--- src/fes_pkg.sv ---
// constants, types and register map of the flash erase/program sequencer
// Behaviour
// software keeps the timing generator clock between about 257 kHz and 476 kHz
// timing clock taken from aux, sub-main or main clock, then divided
// erased bits read 1; programming only clears bits, erase restores ones
// mass/erase bits: 01 segment, 10 all main, 11 main plus info
// with erase mode set, any write inside the range starts the erase
// busy sets right after the erase trigger write, holds for whole cycle
// erase end clears busy and both erase-select bits automatically
// erase duration is fixed, independent of flash size
// trigger write outside the erase range is dropped silently
// interrupts masked during erase; pending flags wait until unmasked
// erase started from flash holds the cpu until the cycle ends
// erase from ram: cpu polls busy before touching flash
// flash access during a ram-started erase sets access violation
// block/program enable bits: 01 single word, 11 block programming
// interrupts masked during programming; pending flags wait until unmasked
// any cpu write to flash in a program mode is a program request
// busy stays set while programming, clears on completion
// word program started from flash stalls the cpu until done
// after ram-started word program, flash access while busy is a violation
// word program powers whole 64-byte block for 32 of 35 timing ticks
// software tracks cumulative program time and erases before the limit
// block mode keeps programming voltage on across the whole block
// control writes need key A5 in upper byte, else key flag and reset
// control register reads return 96 in the upper byte
// flash write with program enable clear sets access violation, no change
// fetches during a flash-started operation return the jump-to-self opcode
// erase length is a fixed timing-tick count held as a parameter
package fes_pkg;
    localparam logic [7:0] FES_OFF_CTRL = 8'h00;  // mode bits
    localparam logic [7:0] FES_OFF_CLK = 8'h04;   // timing clock source/divider
    localparam logic [7:0] FES_OFF_STAT = 8'h08;  // busy and flags
    localparam logic [7:0] FES_WR_KEY = 8'hA5;
    localparam logic [7:0] FES_RD_KEY = 8'h96;
    localparam logic [15:0] FES_JMP_SELF = 16'h3FFF;
    localparam int FES_B_ERASE = 1;
    localparam int FES_B_MASS = 2;
    localparam int FES_B_PE = 6;
    localparam int FES_B_BPE = 7;
    localparam int FES_B_BUSY = 0;
    localparam int FES_B_KVF = 1;
    localparam int FES_B_AVF = 2;
    localparam int FES_F_SRC = 6;   // source field [7:6], divider field [5:0]
    localparam logic [15:0] FES_INFO_LO = 16'h1000;
    localparam logic [15:0] FES_INFO_HI = 16'h10FF;
    localparam logic [15:0] FES_MAIN_LO = 16'hF000;
    localparam logic [15:0] FES_MAIN_HI = 16'hFFFF;
    localparam logic [15:0] FES_INFO_SEG_MASK = 16'h007F;  // 128-byte segments
    localparam logic [15:0] FES_MAIN_SEG_MASK = 16'h01FF;  // 512-byte segments
    localparam logic [15:0] FES_WORD_TICKS = 16'h0023;     // 35 ticks per word
    localparam logic [15:0] FES_HV_FIRST = 16'h0001;       // hv on ticks 1..32
    localparam logic [15:0] FES_HV_LAST = 16'h0020;
    localparam int FES_ERASE_TICKS = 4800;
    localparam int FES_BLK_TICKS = 16;

    typedef enum logic [1:0] {
        FES_IDLE = 2'b00,
        FES_ERASE = 2'b01,
        FES_WORD = 2'b10,
        FES_BLOCK = 2'b11
    } fes_st_t;

    typedef struct packed {
        logic valid;
        logic write;
        logic fetch;
        logic [15:0] addr;
        logic [15:0] wdata;
    } fes_mem_req_t;

    typedef struct packed {
        logic prog;
        logic erase;
        logic hv_on;
        logic [15:0] addr;
        logic [15:0] data;
        logic [15:0] lo;
        logic [15:0] hi;
    } fes_arr_cmd_t;

    typedef struct packed {
        fes_st_t st;
        logic erase;
        logic mass_erase_select;
        logic program_enable;
        logic block_program_enable;
        logic [1:0] src;
        logic [5:0] div;
        logic key_violation_flag;
        logic access_violation_flag;
        logic op_flash;
        logic word_act;
        logic [5:0] dcnt;
        logic [15:0] cnt;
        logic dp_wr;
        logic dp_rd1;
        logic dp_rd2;
        logic [7:0] dp_addr;
        logic [31:0] hrdata;
        logic [15:0] mrdata;
        logic system_reset_pulse;
        fes_arr_cmd_t arr;
    } fes_state_t;

    localparam fes_state_t FES_STATE_RST = '0;
endpackage

--- src/fes_top.sv ---
// flash erase/program sequencer with ahb-lite control registers
module fes_top import fes_pkg::*; #(
    parameter int ERASE_TICKS = FES_ERASE_TICKS,
    parameter int BLK_TICKS = FES_BLK_TICKS
) (
    input wire logic sys_clk,                // 200 MHz
    input wire logic rst_b,                  // async, active low
    input wire logic hsel,                   // ahb-lite slave select
    input wire logic [31:0] haddr,           // byte address
    input wire logic [1:0] htrans,           // transfer type
    input wire logic hwrite,                 // write when high
    input wire logic [2:0] hsize,            // word only
    input wire logic [31:0] hwdata,          // write data
    input wire logic hready,                 // bus ready
    output logic hreadyout,                  // slave ready
    output logic [31:0] hrdata,              // read data
    output logic hresp,                      // always okay
    input wire logic aux_clk_tick,           // aux clock edge pulse
    input wire logic sub_main_clock_tick,    // sub-main clock edge pulse
    input wire logic main_clk_tick,          // main clock edge pulse
    input wire fes_mem_req_t mem_req,        // cpu flash access
    input wire logic mem_in_flash,           // cpu executes from flash
    output logic [15:0] mem_rdata,           // flash read data, next cycle
    output logic cpu_hold,                   // stall cpu
    output logic irq_mask,                   // mask interrupts
    output logic busy,                       // operation active
    output logic access_violation_flag,      // to nmi logic
    output logic system_reset_pulse,         // key violation reset
    input wire logic [15:0] arr_rdata,       // array word at mem_req.addr
    output fes_arr_cmd_t arr_cmd             // array command
);
    generate
        if (ERASE_TICKS < 2 || ERASE_TICKS > 65535 || BLK_TICKS < 1 || BLK_TICKS > 65535) begin : g_chk
            $error("fes_top: tick parameter out of range");
        end
    endgenerate

    localparam logic [15:0] ERASE_LAST = 16'(ERASE_TICKS - 1);
    localparam logic [15:0] BLK_LAST = 16'(BLK_TICKS - 1);

    fes_state_t q;
    fes_state_t d;

    // address lies in main or information memory
    function automatic logic in_flash(input logic [15:0] a);
        in_flash = (a >= FES_INFO_LO && a <= FES_INFO_HI) || (a >= FES_MAIN_LO && a <= FES_MAIN_HI);
    endfunction

    function automatic logic in_main(input logic [15:0] a);
        in_main = a >= FES_MAIN_LO && a <= FES_MAIN_HI;
    endfunction

    logic ap;
    logic is_busy;
    logic tick;
    logic src_pulse;
    logic erase_hit;
    logic [15:0] seg_lo;
    logic [15:0] seg_hi;
    logic [15:0] rd_val;
    logic blk_open;
    logic bad_key;

    assign is_busy = q.st != FES_IDLE;
    // block mode accepts control writes between words only
    assign blk_open = q.st == FES_BLOCK && !q.word_act;
    assign ap = hsel && htrans[1] && hready;
    assign bad_key = q.dp_wr && hwdata[15:8] != FES_WR_KEY;

    // timing clock source pick; the generator only runs while busy
    always_comb begin
        case (q.src)
            2'b00: src_pulse = aux_clk_tick;
            2'b01: src_pulse = sub_main_clock_tick;
            default: src_pulse = main_clk_tick;
        endcase
    end

    // erase range of the selected mode around the trigger address
    always_comb begin
        seg_lo = FES_MAIN_LO;
        seg_hi = FES_MAIN_HI;
        erase_hit = 1'b0;
        if (!q.mass_erase_select && q.erase) begin
            seg_lo = in_main(mem_req.addr) ? (mem_req.addr & ~FES_MAIN_SEG_MASK)
                                           : (mem_req.addr & ~FES_INFO_SEG_MASK);
            seg_hi = in_main(mem_req.addr) ? (seg_lo | FES_MAIN_SEG_MASK)
                                           : (seg_lo | FES_INFO_SEG_MASK);
            erase_hit = in_flash(mem_req.addr);
        end else if (q.mass_erase_select && !q.erase) begin
            erase_hit = in_main(mem_req.addr);
        end else if (q.mass_erase_select && q.erase) begin
            seg_lo = FES_INFO_LO;  // gap between the areas holds no cells
            erase_hit = in_flash(mem_req.addr);
        end
    end

    // register read view, key byte on top
    always_comb begin
        rd_val = 16'h0000;
        case (q.dp_addr)
            FES_OFF_CTRL: begin
                rd_val[FES_B_ERASE] = q.erase;
                rd_val[FES_B_MASS] = q.mass_erase_select;
                rd_val[FES_B_PE] = q.program_enable;
                rd_val[FES_B_BPE] = q.block_program_enable;
                rd_val[15:8] = FES_RD_KEY;
            end
            FES_OFF_CLK: rd_val = {FES_RD_KEY, q.src, q.div};
            FES_OFF_STAT: begin
                rd_val[FES_B_BUSY] = is_busy;
                rd_val[FES_B_KVF] = q.key_violation_flag;
                rd_val[FES_B_AVF] = q.access_violation_flag;
                rd_val[15:8] = FES_RD_KEY;
            end
            default: rd_val = 16'h0000;  // unmapped reads as zero
        endcase
    end

    // next state: bus first so hardware sets below win over clears
    always_comb begin
        d = q;
        tick = 1'b0;
        d.arr.prog = 1'b0;
        d.arr.erase = 1'b0;
        d.system_reset_pulse = 1'b0;
        d.dp_rd2 = q.dp_rd1;
        d.dp_rd1 = 1'b0;
        d.dp_wr = 1'b0;

        // ahb-lite: reads take one wait state so writes just done are seen
        if (ap) begin
            d.dp_addr = haddr[7:0];
            d.dp_wr = hwrite;
            d.dp_rd1 = !hwrite;
        end
        if (q.dp_rd1) begin
            d.hrdata = {16'h0000, rd_val};
        end
        if (bad_key) begin
            d.key_violation_flag = 1'b1;
            d.system_reset_pulse = 1'b1;
        end else if (q.dp_wr) begin
            case (q.dp_addr)
                FES_OFF_CTRL: begin
                    if (is_busy && !blk_open) begin
                        d.access_violation_flag = 1'b1;
                    end else begin
                        d.erase = hwdata[FES_B_ERASE];
                        d.mass_erase_select = hwdata[FES_B_MASS];
                        d.program_enable = hwdata[FES_B_PE];
                        d.block_program_enable = hwdata[FES_B_BPE];
                    end
                end
                FES_OFF_CLK: begin
                    if (is_busy) begin
                        d.access_violation_flag = 1'b1;
                    end else begin
                        d.src = hwdata[FES_F_SRC +: 2];
                        d.div = hwdata[5:0];
                    end
                end
                FES_OFF_STAT: begin
                    // flags clear by writing zero
                    if (!hwdata[FES_B_KVF]) begin
                        d.key_violation_flag = 1'b0;
                    end
                    if (!hwdata[FES_B_AVF]) begin
                        d.access_violation_flag = 1'b0;
                    end
                end
                default: d.dp_wr = 1'b0;  // unmapped write ignored
            endcase
        end

        // timing generator divides the source by divider+1
        if (!is_busy) begin
            d.dcnt = 6'h00;
        end else if (src_pulse) begin
            if (q.dcnt == q.div) begin
                d.dcnt = 6'h00;
                tick = 1'b1;
            end else begin
                d.dcnt = q.dcnt + 6'h01;
            end
        end

        // sequencer
        case (q.st)
            FES_ERASE: begin
                if (tick) begin
                    d.cnt = q.cnt + 16'h0001;
                    if (q.cnt == ERASE_LAST) begin
                        d.st = FES_IDLE;
                        d.erase = 1'b0;
                        d.mass_erase_select = 1'b0;
                    end
                end
            end
            FES_WORD: begin
                if (tick) begin
                    d.cnt = q.cnt + 16'h0001;
                    // whole 64-byte block under voltage for 32 of 35 ticks
                    d.arr.hv_on = d.cnt >= FES_HV_FIRST && d.cnt <= FES_HV_LAST;
                    if (d.cnt == FES_WORD_TICKS) begin
                        d.st = FES_IDLE;
                    end
                end
            end
            FES_BLOCK: begin
                if (q.word_act && tick) begin
                    d.cnt = q.cnt + 16'h0001;
                    if (q.cnt == BLK_LAST) begin
                        d.word_act = 1'b0;
                    end
                end
                // block ends once software drops block mode between words
                if (blk_open && !q.block_program_enable) begin
                    d.st = FES_IDLE;
                    d.arr.hv_on = 1'b0;
                end
            end
            default: d.st = FES_IDLE;
        endcase

        // cpu side of the flash
        if (mem_req.valid && !mem_req.write) begin
            d.mrdata = is_busy ? FES_JMP_SELF : arr_rdata;
            if (is_busy && q.st != FES_BLOCK && !q.op_flash && in_flash(mem_req.addr)) begin
                d.access_violation_flag = 1'b1;
            end
        end else if (mem_req.valid && in_flash(mem_req.addr)) begin
            if (is_busy) begin
                if (blk_open && q.block_program_enable) begin
                    d.word_act = 1'b1;
                    d.cnt = 16'h0000;
                    d.arr.prog = 1'b1;
                    d.arr.addr = mem_req.addr;
                    d.arr.data = mem_req.wdata & arr_rdata;
                end else begin
                    d.access_violation_flag = 1'b1;
                end
            end else if (q.erase || q.mass_erase_select) begin
                if (erase_hit) begin
                    d.st = FES_ERASE;
                    d.cnt = 16'h0000;
                    d.op_flash = mem_in_flash;
                    d.arr.erase = 1'b1;
                    d.arr.lo = seg_lo;
                    d.arr.hi = seg_hi;
                end
            end else if (q.program_enable) begin
                d.st = q.block_program_enable ? FES_BLOCK : FES_WORD;
                d.op_flash = mem_in_flash && !q.block_program_enable;
                d.word_act = q.block_program_enable;
                d.arr.hv_on = q.block_program_enable;
                d.cnt = 16'h0000;
                d.arr.prog = 1'b1;
                d.arr.addr = mem_req.addr;
                d.arr.data = mem_req.wdata & arr_rdata;
            end else begin
                d.access_violation_flag = 1'b1;
            end
        end
    end

    // single state register
    always_ff @(posedge sys_clk or negedge rst_b) begin
        if (!rst_b) begin
            q <= FES_STATE_RST;
        end else begin
            q <= d;
        end
    end

    // outputs
    assign hreadyout = !q.dp_rd1;
    assign hrdata = q.hrdata;
    assign hresp = 1'b0;
    assign mem_rdata = q.mrdata;
    assign busy = is_busy;
    assign irq_mask = is_busy;
    assign cpu_hold = is_busy && q.op_flash && q.st != FES_BLOCK;
    assign access_violation_flag = q.access_violation_flag;
    assign system_reset_pulse = q.system_reset_pulse;
    assign arr_cmd = q.arr;

    logic erase_trig;
    logic word_trig;
    assign erase_trig = mem_req.valid && mem_req.write && !is_busy
        && (q.erase || q.mass_erase_select) && erase_hit;
    assign word_trig = mem_req.valid && mem_req.write && !is_busy && in_flash(mem_req.addr)
        && !q.erase && !q.mass_erase_select && q.program_enable && !q.block_program_enable;
endmodule

--- config.mk ---
export PLATFORM = sky130hd
export DESIGN_NAME = fes_top
export DESIGN_NICKNAME = d
export VERILOG_FILES = /design/src/fes_pkg.sv /design/src/fes_top.sv
export SDC_FILE = /design/constraint.sdc
export NUM_CORES = 1
export LEC_CHECK = 0
export ABC_AREA = 1
export BUFFER_PORTS_ARGS = -buffer_cell sky130_fd_sc_hd__buf_2
export CAP_MARGIN = 10
export CORE_MARGIN = 1
export CORE_UTILIZATION = 55
export DETAILED_ROUTE_END_ITERATION = 8
export GPL_TIMING_DRIVEN = 0
export PLACE_DENSITY_LB_ADDON = 0.15
export SETUP_SLACK_MARGIN = 0.02
export SYNTH_ARGS = -nofsm -noshare
export SYNTH_HDL_FRONTEND = slang
export SYNTH_SLANG_ARGS = --single-unit
--- constraint.sdc ---
create_clock -name sys_clk -period 2.9 [get_ports sys_clk]
set_clock_uncertainty 0.15 [all_clocks]
set_input_delay 0.145 -clock sys_clk [delete_from_list [all_inputs] [get_ports sys_clk]]
set_output_delay 0.145 -clock sys_clk [all_outputs]
set_load 0.1 [all_outputs]
# Word-level counts from Yosys, hierarchy flattened
# Cells that the tools add are included.
[totals]
reg_bits = 150
in_bits = 129
out_inout_bits = 122
word_cells = 206
[classes]
add_sub_neg = 2
n_lt_le_gt_ge = 6
eq_ne = 17
n_mux = 102
bitwise_logic = 5
n_reduce_logical = 48
[ops]
columns = ["operator", "count"]
rows = [
  ["two-way mux 16 bit", 14],
  ["two-way mux 32 bit", 5],
  ["two-way mux 67 bit", 2],
  ["two-way mux 33 bit", 2],
  ["two-way mux 1 bit", 42],
  ["case mux 16 bit (2 select lines)", 1],
  ["two-way mux 2 bit", 13],
  ["two-way mux 8 bit", 3],
  ["logical AND 1 bit", 22],
  ["two-way mux 6 bit", 3],
  ["two-way mux 9 bit", 2],
  ["adder 16 x 1 -> 16 bit, second input constant", 1],
  ["AND 16 bit", 1],
  ["== test 16 x 13 -> 1 bit, second input constant", 1],
  ["== test 16 x 4 -> 1 bit, second input constant", 1],
  ["== test 16 x 6 -> 1 bit, second input constant", 1],
  ["greater-or-equal comparator 16 x 1 -> 1 bit, second input constant", 1],
  ["greater-or-equal comparator 16 x 13 -> 1 bit, second input constant", 1],
  ["greater-or-equal comparator 16 bit, second input constant", 1],
  ["<= comparator 16 x 13 -> 1 bit, second input constant", 1],
  ["<= comparator 16 bit, second input constant", 1],
  ["<= comparator 16 x 6 -> 1 bit, second input constant", 1],
  ["two-way mux 4 bit", 4],
  ["AND reduction 5 bit", 3],
  ["other kinds (26)", 53],
]

# Logic depth before layout (Yosys ltp)
# Gate-level depths: netlist of the first run.
[logic_depth]
ltp_word = 16
depth_mapped = 15
mapped_depth_nobuf = 15

# Worst setup path before layout of the first run
# Ideal clock, no wire load.
[synth_timing]
path_kind = "register to output"
from = "register q[165] (netlist name)"
to = "output port cpu_hold"
t_arrival_ns = 3.253
path_slack_ns = -0.648
path_stages_with_launch = 6
n_path_buf = 2
path_cell_list = "dfrtp_1 > inv_1 > ha_1 > clkbuf_1 > buf_1 > nor3_1"
[synth_between]
elab_chain_len = 3
elab_cells_between_ends = 4
cone_classes = "eq/ne (1); reduce/logical (3)"
[synth_lines]
columns = ["element", "line_no", "text"]
rows = [
  ["start, declared", "fes_top.sv:41", "fes_state_t q;"],
  ["start signal, assigned", "fes_top.sv:270", "q <= FES_STATE_RST;"],
  ["start signal, assigned", "fes_top.sv:272", "q <= d;"],
  ["nonzero test 2 bit", "fes_top.sv:64", "assign is_busy = q.st != FES_IDLE;"],
  ["logical AND 1 bit", "fes_top.sv:283", "assign cpu_hold = is_busy && q.op_flash && q.st != FES_BLOCK;"],
  ["logical AND 1 bit (*)", "fes_top.sv:283", ""],
  ["end, declared", "fes_top.sv:24", "output logic cpu_hold,"],
]
# Every way passes the cells marked *; elsewhere a longest branch is shown, timed or not.

# Worst setup path in the final report of the first run
# Ends and elaborated chain as after synthesis.

==> out/summary.md, run 1 <==
The floorplan step defined a die boundary enclosing 14700 um2. The critical path's largest stage delay works out to 420 ps. Dividing the final minimum period by the clock period gives 93.1%.

The I/O pin total is 251. The largest driver fanout on the critical path came out at 10. Counting instances in the post-synthesis netlist gives the leading cell types as 314 x sky130_fd_sc_hd__nand2_1, 129 x sky130_fd_sc_hd__dfrtp_1, 120 x sky130_fd_sc_hd__buf_4, 85 x sky130_fd_sc_hd__nand3_1, 82 x sky130_fd_sc_hd__inv_1. The tools report the capturing element type of the critical path as a primary output. Setup repair after global routing left no endpoint under its margin. The run gives 42 as the number of distinct library cell variants in the gate-level netlist after synthesis. In this run the critical register-to-register path is captured at arr_cmd[46]. Across all hold checks on the routed design, the worst slack comes to 59.3 ps. The floorplan step set the die height to 121 um.

The first detailed-routing pass ran for 6 iterations. TritonCTS created 17 clock buffers. Source of the critical timing path: q[165]. For the pin count of the biggest net entering global routing, the log shows 89.

The path class of the lowest-slack min-delay path is in -> reg. For the worst setup path, the data arrival time is 2400 ps. Setup violations remaining at the end of the flow were counted as 0. After layout, the minimum clock period comes to 2700 ps. The number of cells on the worst reg-to-reg path is 11. The tools report the end point of the critical path as cpu_hold. The run gives 53.6% as the worst slew margin relative to its limit.

The remaining antenna violation count after routing was 0. The signal on the critical path passes through inv_1 > ha_4 > clkbuf_1 > buf_2 > nor3_2 > buf_2. The share of synthesized area in the top cell type comes to 41.4%. Derived from the worst setup path, the maximum achievable clock frequency is 371 MHz. Counting flops with a built-in enable in the synthesized netlist gives 0. The initialized floorplan defines 43 standard-cell rows. The worst ir drop on vdd is 528 uV. After clock tree synthesis, the clock-pin slew on the worst setup and hold paths is 60 ps. Counting the fill cells in the layout gives 971. The count of buffer and inverter cells on the critical path works out to 4.

Summed over all cells, the static leakage comes to 5.92 nW. Summing over every cut layer, the via total after detailed routing is 8103. Startpoint of the worst-slack reg-to-reg timing path: q[165]. The net total in the final layout came out at 1485.

Kind of start point of the critical path: a flip-flop. The slack of the worst reg-to-reg path is 230 ps. The final-report hold violation count was 0; the synthesis-stage register bit count was 129. Detailed placement finished with a half-perimeter wire length of 14600 um. TritonCTS built the clock tree. The core region is 13900 um2. Summed over all instances, the cell type with the most area after synthesis is sky130_fd_sc_hd__dfrtp_1.

The DRC violations left is 0, and the number of global-route vias before repair is 7957. The first global-routing pass estimated 38800 um of wire. The required time at the endpoint of the critical path came out at 2610 ps.

The standard cell with the maximum stage delay on the critical path was sky130_fd_sc_hd__clkbuf_1. In the final layout, the share of cells above drive strength 1 is 28.8%. The CTS sink count was 129; the area added between synthesis and finish was 35.8%.

At the end of routability-driven placement, the weighted congestion stood at 0.966. The cell type group with the largest total delay on the critical path was buffers and inverters. The via density per instance works out to 5.25. The logs give 0 for the final max-slew violation count and 24400 um for the total wirelength of the detailed-routed design. The logs give 41.4% for the part of the Yosys area used for sequential elements and 34.3% for the overall fraction of global-route tracks in use. The count of buffers inserted at the top-level ports came out at 177. The category of the most critical setup path was reg -> out. Once layout is complete, the utilization of the core stands at 76.3%. Among all flip-flop cells after synthesis, the most frequent one is sky130_fd_sc_hd__dfrtp_1.

Measured along the x axis, the die boundary spans 121 um. The cell count after synthesis was 1035. Dividing total power by cell area gives a power density of 476 nW/um2. The cell area that synthesis handed to floorplanning was 7800 um2. The run gives 2 as the initial antenna violation count. At the pin with the least slew margin, the transition time is 694 ps.

For the total of warnings raised by yosys, the log shows 0. Among the stages of the critical path, the cell type that occurs most often is sky130_fd_sc_hd__buf_2. Yosys instantiated no cell more often than sky130_fd_sc_hd__nand2_1. The cell sitting at the root of the clock tree is a sky130_fd_sc_hd__clkbuf_16. Counting buffers and inverters, the worst setup path is 6 cells deep. For this configuration, the core starts out at a cell density of 56.2%. In the post-synthesis netlist, the biggest area contributors are sky130_fd_sc_hd__dfrtp_1 41%, sky130_fd_sc_hd__nand2_1 15%, sky130_fd_sc_hd__buf_4 12%. Iteration-0 DRC count of the detailed router: 807. The clock passes through at most 2 buffers. The flow ran to the end, and the final reports show no timing, DRC or antenna violations. In the synthesized netlist the async set-or-reset flop fraction comes to 100%. The H-tree was split into 4 levels. Global routing finished with a remaining overflow of 0. Max-cap violations in this run came to 0.

The worst-skew pair later-pin latency was 420 ps; the synthesized area per cell was 7.54 um2. The final routed wire length divided by cell count works out to 15.8 um.
-- per-stage QoR --
step	setup TNS, ps	instances	setup WS (ps)	total power [mW]	instance area [um2]
global placement	-30710	1419	-253	2.76	9020
global route	0	1542	92.1	5.17	10600
floorplan	0	1062	197	2.59	7910
CTS	0	1539	27.8	5.02	10500
finish	0	1542	201	5.04	10600
detailed placement	0	1420	283	2.77	9050
-- power breakdown --
part | leakage, nW | internal (mW) | total, mW | switching (mW)
registers | 1.70 | 1.86 | 1.91 | 0.0455
logic | 3.92 | 0.253 | 0.945 | 0.691
clock network | 0.299 | 1.40 | 2.18 | 0.782
-- cell families (layout without fill, tap and decap cells) --
family                     Yosys count  in the layout  share of synthesized area, %
and+or+nand+nor                    512            512                          28.3
buffers and inverters              237            535                          17.7
AOI/OAI and AO/OA                  138            138                          9.80
xor gates and xnor gates             2              2                         0.225
muxes                                7              7                          1.01
adders and majority gates            9              9                          1.44
DFF                                129            129                          41.4
other                                1             30                        0.0481
-- flip-flops by register name, indices dropped and copies added (netlist names) --
name and flops:
q 48, arr_cmd 53, system_reset_pulse 1, mem_rdata 16, hrdata 9, d 1, access_violation_flag 1
-- worst min path at each step --
stage / cells past startpoint / end / slack (ps) / from
final: 4 / mem_rdata[3] / 60 / mem_req[33]
after global routing: 2 / arr_cmd[50] / 90 / rst_b
after CTS: 4 / mem_rdata[3] / 4 / mem_req[33]
after detailed placement: 1 / arr_cmd[50] / -60 / rst_b
after global placement: 2 / d[124] / 160 / hwrite
after floorplan: 0 / access_violation_flag / -300 / rst_b
-- tightest hold or removal path, delay by kind of cell --
| kind | cells | cell delay (ps) |
|---|---|---|
| simple gates | 2 | 220 |
| compound gates | 1 | 120 |
| buf+inv | 1 | 100 |
-- cell type report --
class,instances,area [um2],area share (%)
Sequential cell,129,3230,30.5
Antenna cell,2,5.00,0.0473
Timing Repair Buffer,266,1820,17.1
Buffer,146,1050,9.89
Clock inverter,8,98.8,0.933
Clock buffer,24,512,4.83
Multi-Input combinational cell,696,3310,31.3
Inverter,91,345,3.26
Tap cell,180,225,2.13
-- placed cells by master, fill, tap and decap left out, types with 3 or more instances in the layout --
master	synthesis	routed
sky130_fd_sc_hd__nand2_1	314	314
sky130_fd_sc_hd__buf_2	13	185
sky130_fd_sc_hd__dfrtp_1	129	129
sky130_fd_sc_hd__buf_4	120	124
sky130_fd_sc_hd__dlygate4sd3_1	0	87
sky130_fd_sc_hd__nand3_1	85	85
sky130_fd_sc_hd__inv_1	82	82
sky130_fd_sc_hd__nor2_1	66	66
sky130_fd_sc_hd__a21oi_1	59	59
sky130_fd_sc_hd__o21ai_0	39	39
sky130_fd_sc_hd__conb_1	1	28
sky130_fd_sc_hd__clkbuf_16	0	17
sky130_fd_sc_hd__nand4_1	13	13
sky130_fd_sc_hd__o21ai_1	12	12
sky130_fd_sc_hd__o22ai_1	11	11
sky130_fd_sc_hd__ha_1	9	8
sky130_fd_sc_hd__inv_2	7	7
sky130_fd_sc_hd__clkbuf_1	7	7
sky130_fd_sc_hd__mux2_2	7	7
sky130_fd_sc_hd__nor2_2	6	6
sky130_fd_sc_hd__o31ai_1	6	6
sky130_fd_sc_hd__clkbuf_8	0	6
sky130_fd_sc_hd__nor4_1	6	5
sky130_fd_sc_hd__buf_6	3	4
sky130_fd_sc_hd__clkinv_2	1	4
sky130_fd_sc_hd__nand2_2	3	3
sky130_fd_sc_hd__nor3_1	4	3
sky130_fd_sc_hd__or2_2	3	3
sky130_fd_sc_hd__a22oi_1	3	3
-- per-layer routing --
layer | part of all wire (%) | track usage, % | vias up
met5 | 0 | 0 | -
met3 | 8.3 | 8.32 | 111
met2 | 48 | 56.1 | 447
li1 | - | - | 3818
met4 | 4.7 | 20.1 | 0
met1 | 39 | 41.2 | 3727
-- what timing repair did --
action,in CTS,in global routing
pin swaps,0,1
hold buffers,87,0
hold endpoints to repair,217,0
gates resized for setup,4,6
setup endpoints to repair,3,14
buffers inserted,0,1
Note: power is estimated with default switching activity, not from simulation.
==> inputs of run 2 (changes only) <==
--- a/config.mk
+++ b/config.mk
@@ -8,11 +8,13 @@
 export ABC_AREA = 1
 export BUFFER_PORTS_ARGS = -buffer_cell sky130_fd_sc_hd__buf_2
 export CAP_MARGIN = 10
+export CORE_ASPECT_RATIO = 0.6
 export CORE_MARGIN = 1
 export CORE_UTILIZATION = 55
 export DETAILED_ROUTE_END_ITERATION = 8
-export GPL_TIMING_DRIVEN = 0
+export GPL_TIMING_DRIVEN = 1
 export PLACE_DENSITY_LB_ADDON = 0.15
+export REMOVE_ABC_BUFFERS = 1
 export SETUP_SLACK_MARGIN = 0.02
 export SYNTH_ARGS = -nofsm -noshare
 export SYNTH_HDL_FRONTEND = slang
==> run 2 against run 1 <==
Against the previous run: cell area is 10% lower; sequential share of layout area is 3.5 points higher; wire length decreased by 12%; highest routed layer unchanged; largest cell class unchanged.
==> out/summary.md, run 2 (synthesized netlist as in run 1, its figures left out) <==
The run finished with clean final reports. The switching share of power is 34.0% (+3.9 points), and the sequential share of power is 39.4% (+1.5 points). The shortest clock period the worst path allows after layout was 2750 ps (+48.5 ps); the DRC violations left was 0 (unchanged). The net total in the final layout is 1344 (-9.5%). The clock transition at the registers of the reported paths works out to 70 ps (about the same). Overall die area: 14700 um2 (+0.11%). The net switching power of the design was 1.64 mW (+8.0%). The tools report the iteration-0 DRC count of the detailed router as 600 (-26%). For the leakage power, the log shows 5.21 nW (-12%). The number of antenna repair diodes was 0 (-2); the area added between synthesis and finish was 21.7%.

The logs give 0 (unchanged) for the final max-slew violation count and 33 (-23%) for the standard-cell row count. The logs give 150 ps (-80 ps) for the slack of the worst reg-to-reg path and 17.4% (-1.4 points) for the combinational share of power. The count of buffers inserted at the top-level ports came out at 177 (unchanged).

Category of the most critical setup path: reg -> reg. Initial antenna violation count: 0 (-2). For the via count, the log shows 7464 (-7.9%). The placement-stage cell area is 8090 um2 (-11%), and the final setup TNS is 0 ps (unchanged). The tools report the total global routing overflow as 0 (unchanged). STA classifies the critical path endpoint as a flip-flop.

The placer congestion estimate was 0.950 (-1.7%); the worst slew margin relative to its limit was 60.5% (+6.9 points). The number of maximum-capacitance constraint violations came out at 0 (unchanged). The number of global-route vias before repair was 6816 (-14%). The run gives 32.5 ps (-26.8 ps) as the worst hold slack across all endpoints.

The tools report the share of power burned in the clock network as 43.2% (about the same). The count of TritonRoute iterations in the first routing pass was 5 (-1). The total wirelength of the detailed-routed design is 21400 um (-12%), and the worst-skew pair later-pin latency is 420 ps (about the same). The maximum level of the CTS H-tree was 4 (unchanged).

The run gives 53 (-40%) as the pin count of the biggest net entering global routing. Final-report hold violation count: 0 (unchanged). The total core area is 13700 um2 (-0.95%). The sum of net half-perimeters after detailed placement is 14100 um (-3.6%), and the final routed wire length divided by cell count is 15.2 um (-4.1%). Number of flip-flops in the largest register: 53 (unchanged). The run gives 251 (unchanged) as the I/O pin total.

The worst setup path is launched from a flip-flop. The ratio of cells with drive above 1 in the final layout came out at 21.4% (-7.4 points). The remaining antenna violation count after routing is 0 (unchanged). The tools report the buffer cell driving the clock tree root as sky130_fd_sc_hd__clkbuf_16.

The areal power density over the cells was 508 nW/um2 (+6.8%); the effective utilization at floorplan was 56.7% (+0.54 points). Final instance area: 9490 um2 (-10%). The maximum clock frequency was 364 MHz (-1.8%); the y dimension of the die was 94.2 um (-22%).

The endpoint arrival time on the critical path is 2950 ps (+550 ps), and the CTS sink count is 129 (unchanged). Buffer levels on the longest clock path: 2 (unchanged). Leaving out fill and tap cells, the most frequent cell in the layout is sky130_fd_sc_hd__nand2_1. For the final setup violation count, the log shows 0 (unchanged). The overall die width came out at 156 um (+29%). TritonCTS built the clock tree. The logs give 33800 um (-13%) for the wire length of the first global-routing pass and 1121 (+15%) for the count of filler cells inserted in the layout. The slew of the pin with the lowest slew margin was 592 ps (-102 ps). The run gives 29.8% (-4.5 points) as the overall fraction of global-route tracks in use. The internal cell power is 3.18 mW (-9.6%). The top cell types in the final layout, fill and taps aside, are 314 x sky130_fd_sc_hd__nand2_1, 176 x sky130_fd_sc_hd__buf_2, 129 x sky130_fd_sc_hd__dfrtp_1. The share of the clock period used by the worst path after layout was 94.7% (+1.7 points). The buffer count from post-CTS setup fixing is 0 (unchanged), and the via density per instance is 5.29 (+0.67%). The largest driver fanout on the critical path is 17 (+7), and the number of buffers created by CTS is 17 (unchanged). The run gives 340 uV (-35%) as the worst ir drop on vdd. The tightest min-delay check is of the in -> reg type. The required time at the endpoint of the critical path is 3110 ps (+500 ps), and the power after layout is 4.82 mW (-4.3%). Setup repair after global routing left no endpoint under its margin.
-- run 2: cell count changes in the layout (fill, tap and decap cells not counted), sizes merged --
cell	before	now
inv	91	99
clkinvlp	2	1
clkbuf	32	17
clkinv	4	6
diode	2	0
dlygate4sd3	87	83
buf	317	188
bufinv	2	0
-- run 2: through the flow --
stage	util, %	worst slack [ps]	instances
6_report	69.0	153	1411
5_1_grt	69.0	23.0	1411
4_1_cts	69.0	71.1	1411
3_5_place_dp	58.8	542	1296
3_3_place_gp	58.8	607	1296
2_1_floorplan	-	-2290	916
-- run 2: worst max-delay path, stage by stage (launching register included) --
cell and delay [ps]:
sky130_fd_sc_hd__dfrtp_1 390, sky130_fd_sc_hd__inv_1 90, sky130_fd_sc_hd__ha_1 250, sky130_fd_sc_hd__inv_4 200, sky130_fd_sc_hd__nand2_1 120, sky130_fd_sc_hd__o21ai_2 90
sky130_fd_sc_hd__o211ai_4 110, sky130_fd_sc_hd__nor2_8 290, sky130_fd_sc_hd__buf_4 260, sky130_fd_sc_hd__nand3_1 80, sky130_fd_sc_hd__dlygate4sd3_1 570, sky130_fd_sc_hd__nand2_1 70
-- run 2: final cells by class --
type	count	area, um2	share of cell area [%]
Timing Repair Buffer	271	1810	19.1
Tap cell	192	240	2.53
Multi-Input combinational cell	696	3290	34.7
Clock inverter	15	146	1.54
Inverter	91	348	3.66
Sequential cell	129	3230	34.0
Clock buffer	17	425	4.48
-- run 2: path summary, 6_finish.rpt --
path                        startpoint                  to  depth (start not counted)
max in group asynchronous        rst_b  system_reset_pulse                          3
hold / removal             mem_req[33]              q[150]                          5
hold reg to reg            arr_cmd[49]         arr_cmd[49]                          2
min in group asynchronous        rst_b              q[136]                          2
setup reg to reg                q[165]         arr_cmd[37]                         11
setup / recovery                q[165]         arr_cmd[37]                         11
-- run 2: timing repair --
item	CTS	global route
setup endpoints to repair	0	8
resized for setup	0	2
hold endpoints to repair	181	0
hold buffers	83	0
-- run 2: per-layer routing --
metal	GRT usage [%]	vias to the layer above	part of all wire (%)
li1	-	3542	-
met3	6.83	41	9.0
met1	42.6	3474	46
met4	10.4	0	1.9
met2	44.2	407	43
met5	0	-	0
-- run 2: power by group through the flow --
| stage | combinational (mW) | sequential, mW | clock (mW) |
|---|---|---|---|
| 2_1_floorplan | 0.248 | 2.25 | 0 |
| 3_3_place_gp | 0.754 | 1.93 | 0 |
| 3_5_place_dp | 0.758 | 1.93 | 0 |
| 4_1_cts | 0.831 | 1.90 | 2.11 |
| 5_1_grt | 0.876 | 1.91 | 2.18 |
| 6_report | 0.838 | 1.90 | 2.08 |
==> inputs of run 3 (changes only) <==
--- a/config.mk
+++ b/config.mk
@@ -6,13 +6,13 @@
 export NUM_CORES = 1
 export LEC_CHECK = 0
 export ABC_AREA = 1
-export BUFFER_PORTS_ARGS = -buffer_cell sky130_fd_sc_hd__buf_2
-export CAP_MARGIN = 10
+export BUFFER_PORTS_ARGS = -buffer_cell sky130_fd_sc_hd__buf_4
+export CAP_MARGIN = 20
 export CORE_ASPECT_RATIO = 0.6
 export CORE_MARGIN = 1
 export CORE_UTILIZATION = 55
 export DETAILED_ROUTE_END_ITERATION = 8
-export GPL_TIMING_DRIVEN = 1
+export GPL_TIMING_DRIVEN = 0
 export PLACE_DENSITY_LB_ADDON = 0.15
 export REMOVE_ABC_BUFFERS = 1
 export SETUP_SLACK_MARGIN = 0.02
==> run 3 against run 2 <==
Against the previous run: critical path depth down 3; combinational power rose by 7.2%; global-route usage is 0.68 points higher; die area is the same.
==> out/summary.md, run 3 (synthesized netlist as in run 1, its figures left out) <==
The run finished with clean final reports. The largest driver fanout on the critical path came out at 36 (+19). Final routed wire length divided by cell count: 15.6 um (+3.0%). The number of flip-flops in the largest register was 53 (unchanged); the share of the clock period used by the worst path after layout was 93.0% (-1.7 points).

The tools report the maximum level of the CTS H-tree as 4 (unchanged). The DRC violations left came out at 0 (unchanged). The iteration-0 DRC count of the detailed router came out at 627 (+4.5%).

The path with the worst hold slack has its endpoint at q[150]. The total wirelength of the detailed-routed design is 21700 um (+1.7%). The startpoint of the worst-slack reg-to-reg timing path was q[166]. The worst hold path belongs to the class in -> reg.

Count of buffers inserted at the top-level ports: 177 (unchanged). The tools report the via count as 7279 (-2.5%). The area added between synthesis and finish is 26.4%. The buffer cell driving the clock tree root was sky130_fd_sc_hd__clkbuf_16.

Areal power density over the cells: 509 nW/um2 (+0.24%). The final-report hold violation count came out at 0 (unchanged). The tools report the capturing element type of the critical path as a flip-flop.

The maximum clock frequency is 371 MHz (+1.9%), and the clock transition at the registers of the reported paths is 60 ps (about the same). Remaining antenna violation count after routing: 0 (unchanged). The tools report the slack of the worst reg-to-reg path as 200 ps (+50 ps). The worst ir drop on vdd was 371 uV (+9.0%); the count of TritonRoute iterations in the first routing pass was 6 (+1). The overall die area is 14700 um2 (unchanged).

Setup repair after global routing left no endpoint under its margin. The I/O pin total was 251 (unchanged); the worst slew margin relative to its limit was 49.8% (-11 points). The number of global-route vias before repair came out at 6724 (-1.3%). For the buffer levels on the longest clock path, the log shows 2 (unchanged). TritonCTS built the clock tree.

Most common cell after layout, fill and taps aside: sky130_fd_sc_hd__nand2_1. The via density per instance is 5.23 (-1.2%). The logs give 34200 um (+1.1%) for the wire length of the first global-routing pass and 0 (unchanged) for the final max-slew violation count.

The tools report the power after layout as 5.02 mW (+4.1%). The final core utilization is 71.7% (+2.7 points). The tools report the net total in the final layout as 1326 (-1.3%). The run gives 0 (unchanged) as the total global routing overflow.

The count of filler cells inserted in the layout is 1093 (-2.5%). The run gives 0 (unchanged) as the number of maximum-capacitance constraint violations. Leaving out fill and tap cells, the most frequent cells in the layout are 314 x sky130_fd_sc_hd__nand2_1, 176 x sky130_fd_sc_hd__buf_4, 129 x sky130_fd_sc_hd__dfrtp_1. The final setup violation count was 0 (unchanged). The number of antenna repair diodes was 0 (unchanged). The effective utilization at floorplan was 56.7% (unchanged); the required time at the endpoint of the critical path was 3070 ps (-40 ps). Placer congestion estimate: 0.931 (-2.0%).

The pin count of the biggest net entering global routing came out at 73 (+38%). The worst hold path begins at mem_req[33]. The slew of the pin with the lowest slew margin is 750 ps (+159 ps), and the worst-skew pair later-pin latency is 430 ps (about the same). The leakage power is 5.26 nW (+1.0%), and the overall die width is 156 um (unchanged). The shortest clock period the worst path allows after layout was 2700 ps (-50.1 ps); the ratio of cells with drive above 1 in the final layout was 21.3% (-0.095 points).

The tools report the CTS sink count as 129 (unchanged). Standard-cell row count: 33 (unchanged). The logs give 2860 ps (-90 ps) for the endpoint arrival time on the critical path and 30.5% (+0.68 points) for the overall fraction of global-route tracks in use. The number of buffers created by CTS is 17 (unchanged), and the sum of net half-perimeters after detailed placement is 14000 um (-0.94%). The kind of start point of the critical path is a flip-flop. The cell depth of the worst hold path works out to 5 (unchanged). The critical path in this run is classified as reg -> reg. The endpoint identified for the worst register-to-register timing path is arr_cmd[55]. The depth of the worst register-to-register path is 8 (-3). The initial antenna violation count is 0 (unchanged). The y dimension of the die is 94.2 um (unchanged), and the total core area is 13700 um2 (unchanged).
==> run 3: per-stage QoR <==
| stage | cells | hold slack, ps | instance area (um2) | TNS, ps | setup slack (ps) |
|---|---|---|---|---|---|
| global route | 1393 | 61.9 | 9860 | 0 | 51.4 |
| detailed placement | 1287 | -9.75 | 8480 | -25320 | -639 |
| finish | 1393 | 36.7 | 9860 | 0 | 203 |
| CTS | 1392 | 27.0 | 9840 | 0 | 115 |
| global placement | 1285 | 158 | 8430 | -98100 | -1410 |
| floorplan | 916 | -301 | 6860 | -58420 | -2290 |
==> run 3: repair_timing <==
item | 4_1_cts | 5_1_grt
gates cloned | 0 | 1
pin swaps | 1 | 1
resized for setup | 3 | 1
hold buffers | 72 | 0
setup endpoints to repair | 68 | 31
hold endpoints to repair | 145 | 0
buffers inserted | 1 | 0
==> run 3: critical path, stage by stage, from the launching register on <==
cell and delay (ps):
sky130_fd_sc_hd__dfrtp_1 420, sky130_fd_sc_hd__inv_1 160, sky130_fd_sc_hd__ha_4 420, sky130_fd_sc_hd__inv_4 240, sky130_fd_sc_hd__o21ai_2 240, sky130_fd_sc_hd__o211ai_4 140, sky130_fd_sc_hd__nor2_8 300, sky130_fd_sc_hd__inv_4 230
sky130_fd_sc_hd__o21ai_0 280
==> run 3: how the worst max path moves through the flow <==
| stage | start | end | depth (start not counted) |
|---|---|---|---|
| floorplan | arr_cmd[6] | arr_cmd[6] | 1 |
| global placement | q[165] | q[149] | 8 |
| detailed placement | q[165] | arr_cmd[55] | 9 |
| CTS | q[166] | arr_cmd[55] | 8 |
| global route | q[165] | arr_cmd[55] | 9 |
| finish | q[166] | arr_cmd[55] | 8 |
==> run 3: power by group <==
group | total, mW | switching (mW) | internal, mW
Combinational | 0.898 | 0.663 | 0.236
Sequential | 1.90 | 0.0398 | 1.86
Clock | 2.22 | 0.899 | 1.32
==> run 3: routing by layer <==
metal	global-route usage [%]	up-vias	routed length, um
met4	9.89	0	316
met1	43.3	3378	9750
met3	5.90	30	2050
met5	0	-	0
met2	46.9	365	9620
li1	-	3506	-
==> run 3: layout make-up <==
type	count	area, um2	share of cell area, %
multi-input combinational	697	3330	33.7
sequential	129	3230	32.7
timing repair buffer	252	2110	21.4
clock inverter	14	169	1.71
clock buffer	18	439	4.46
tap	192	240	2.44
inverter	91	348	3.53
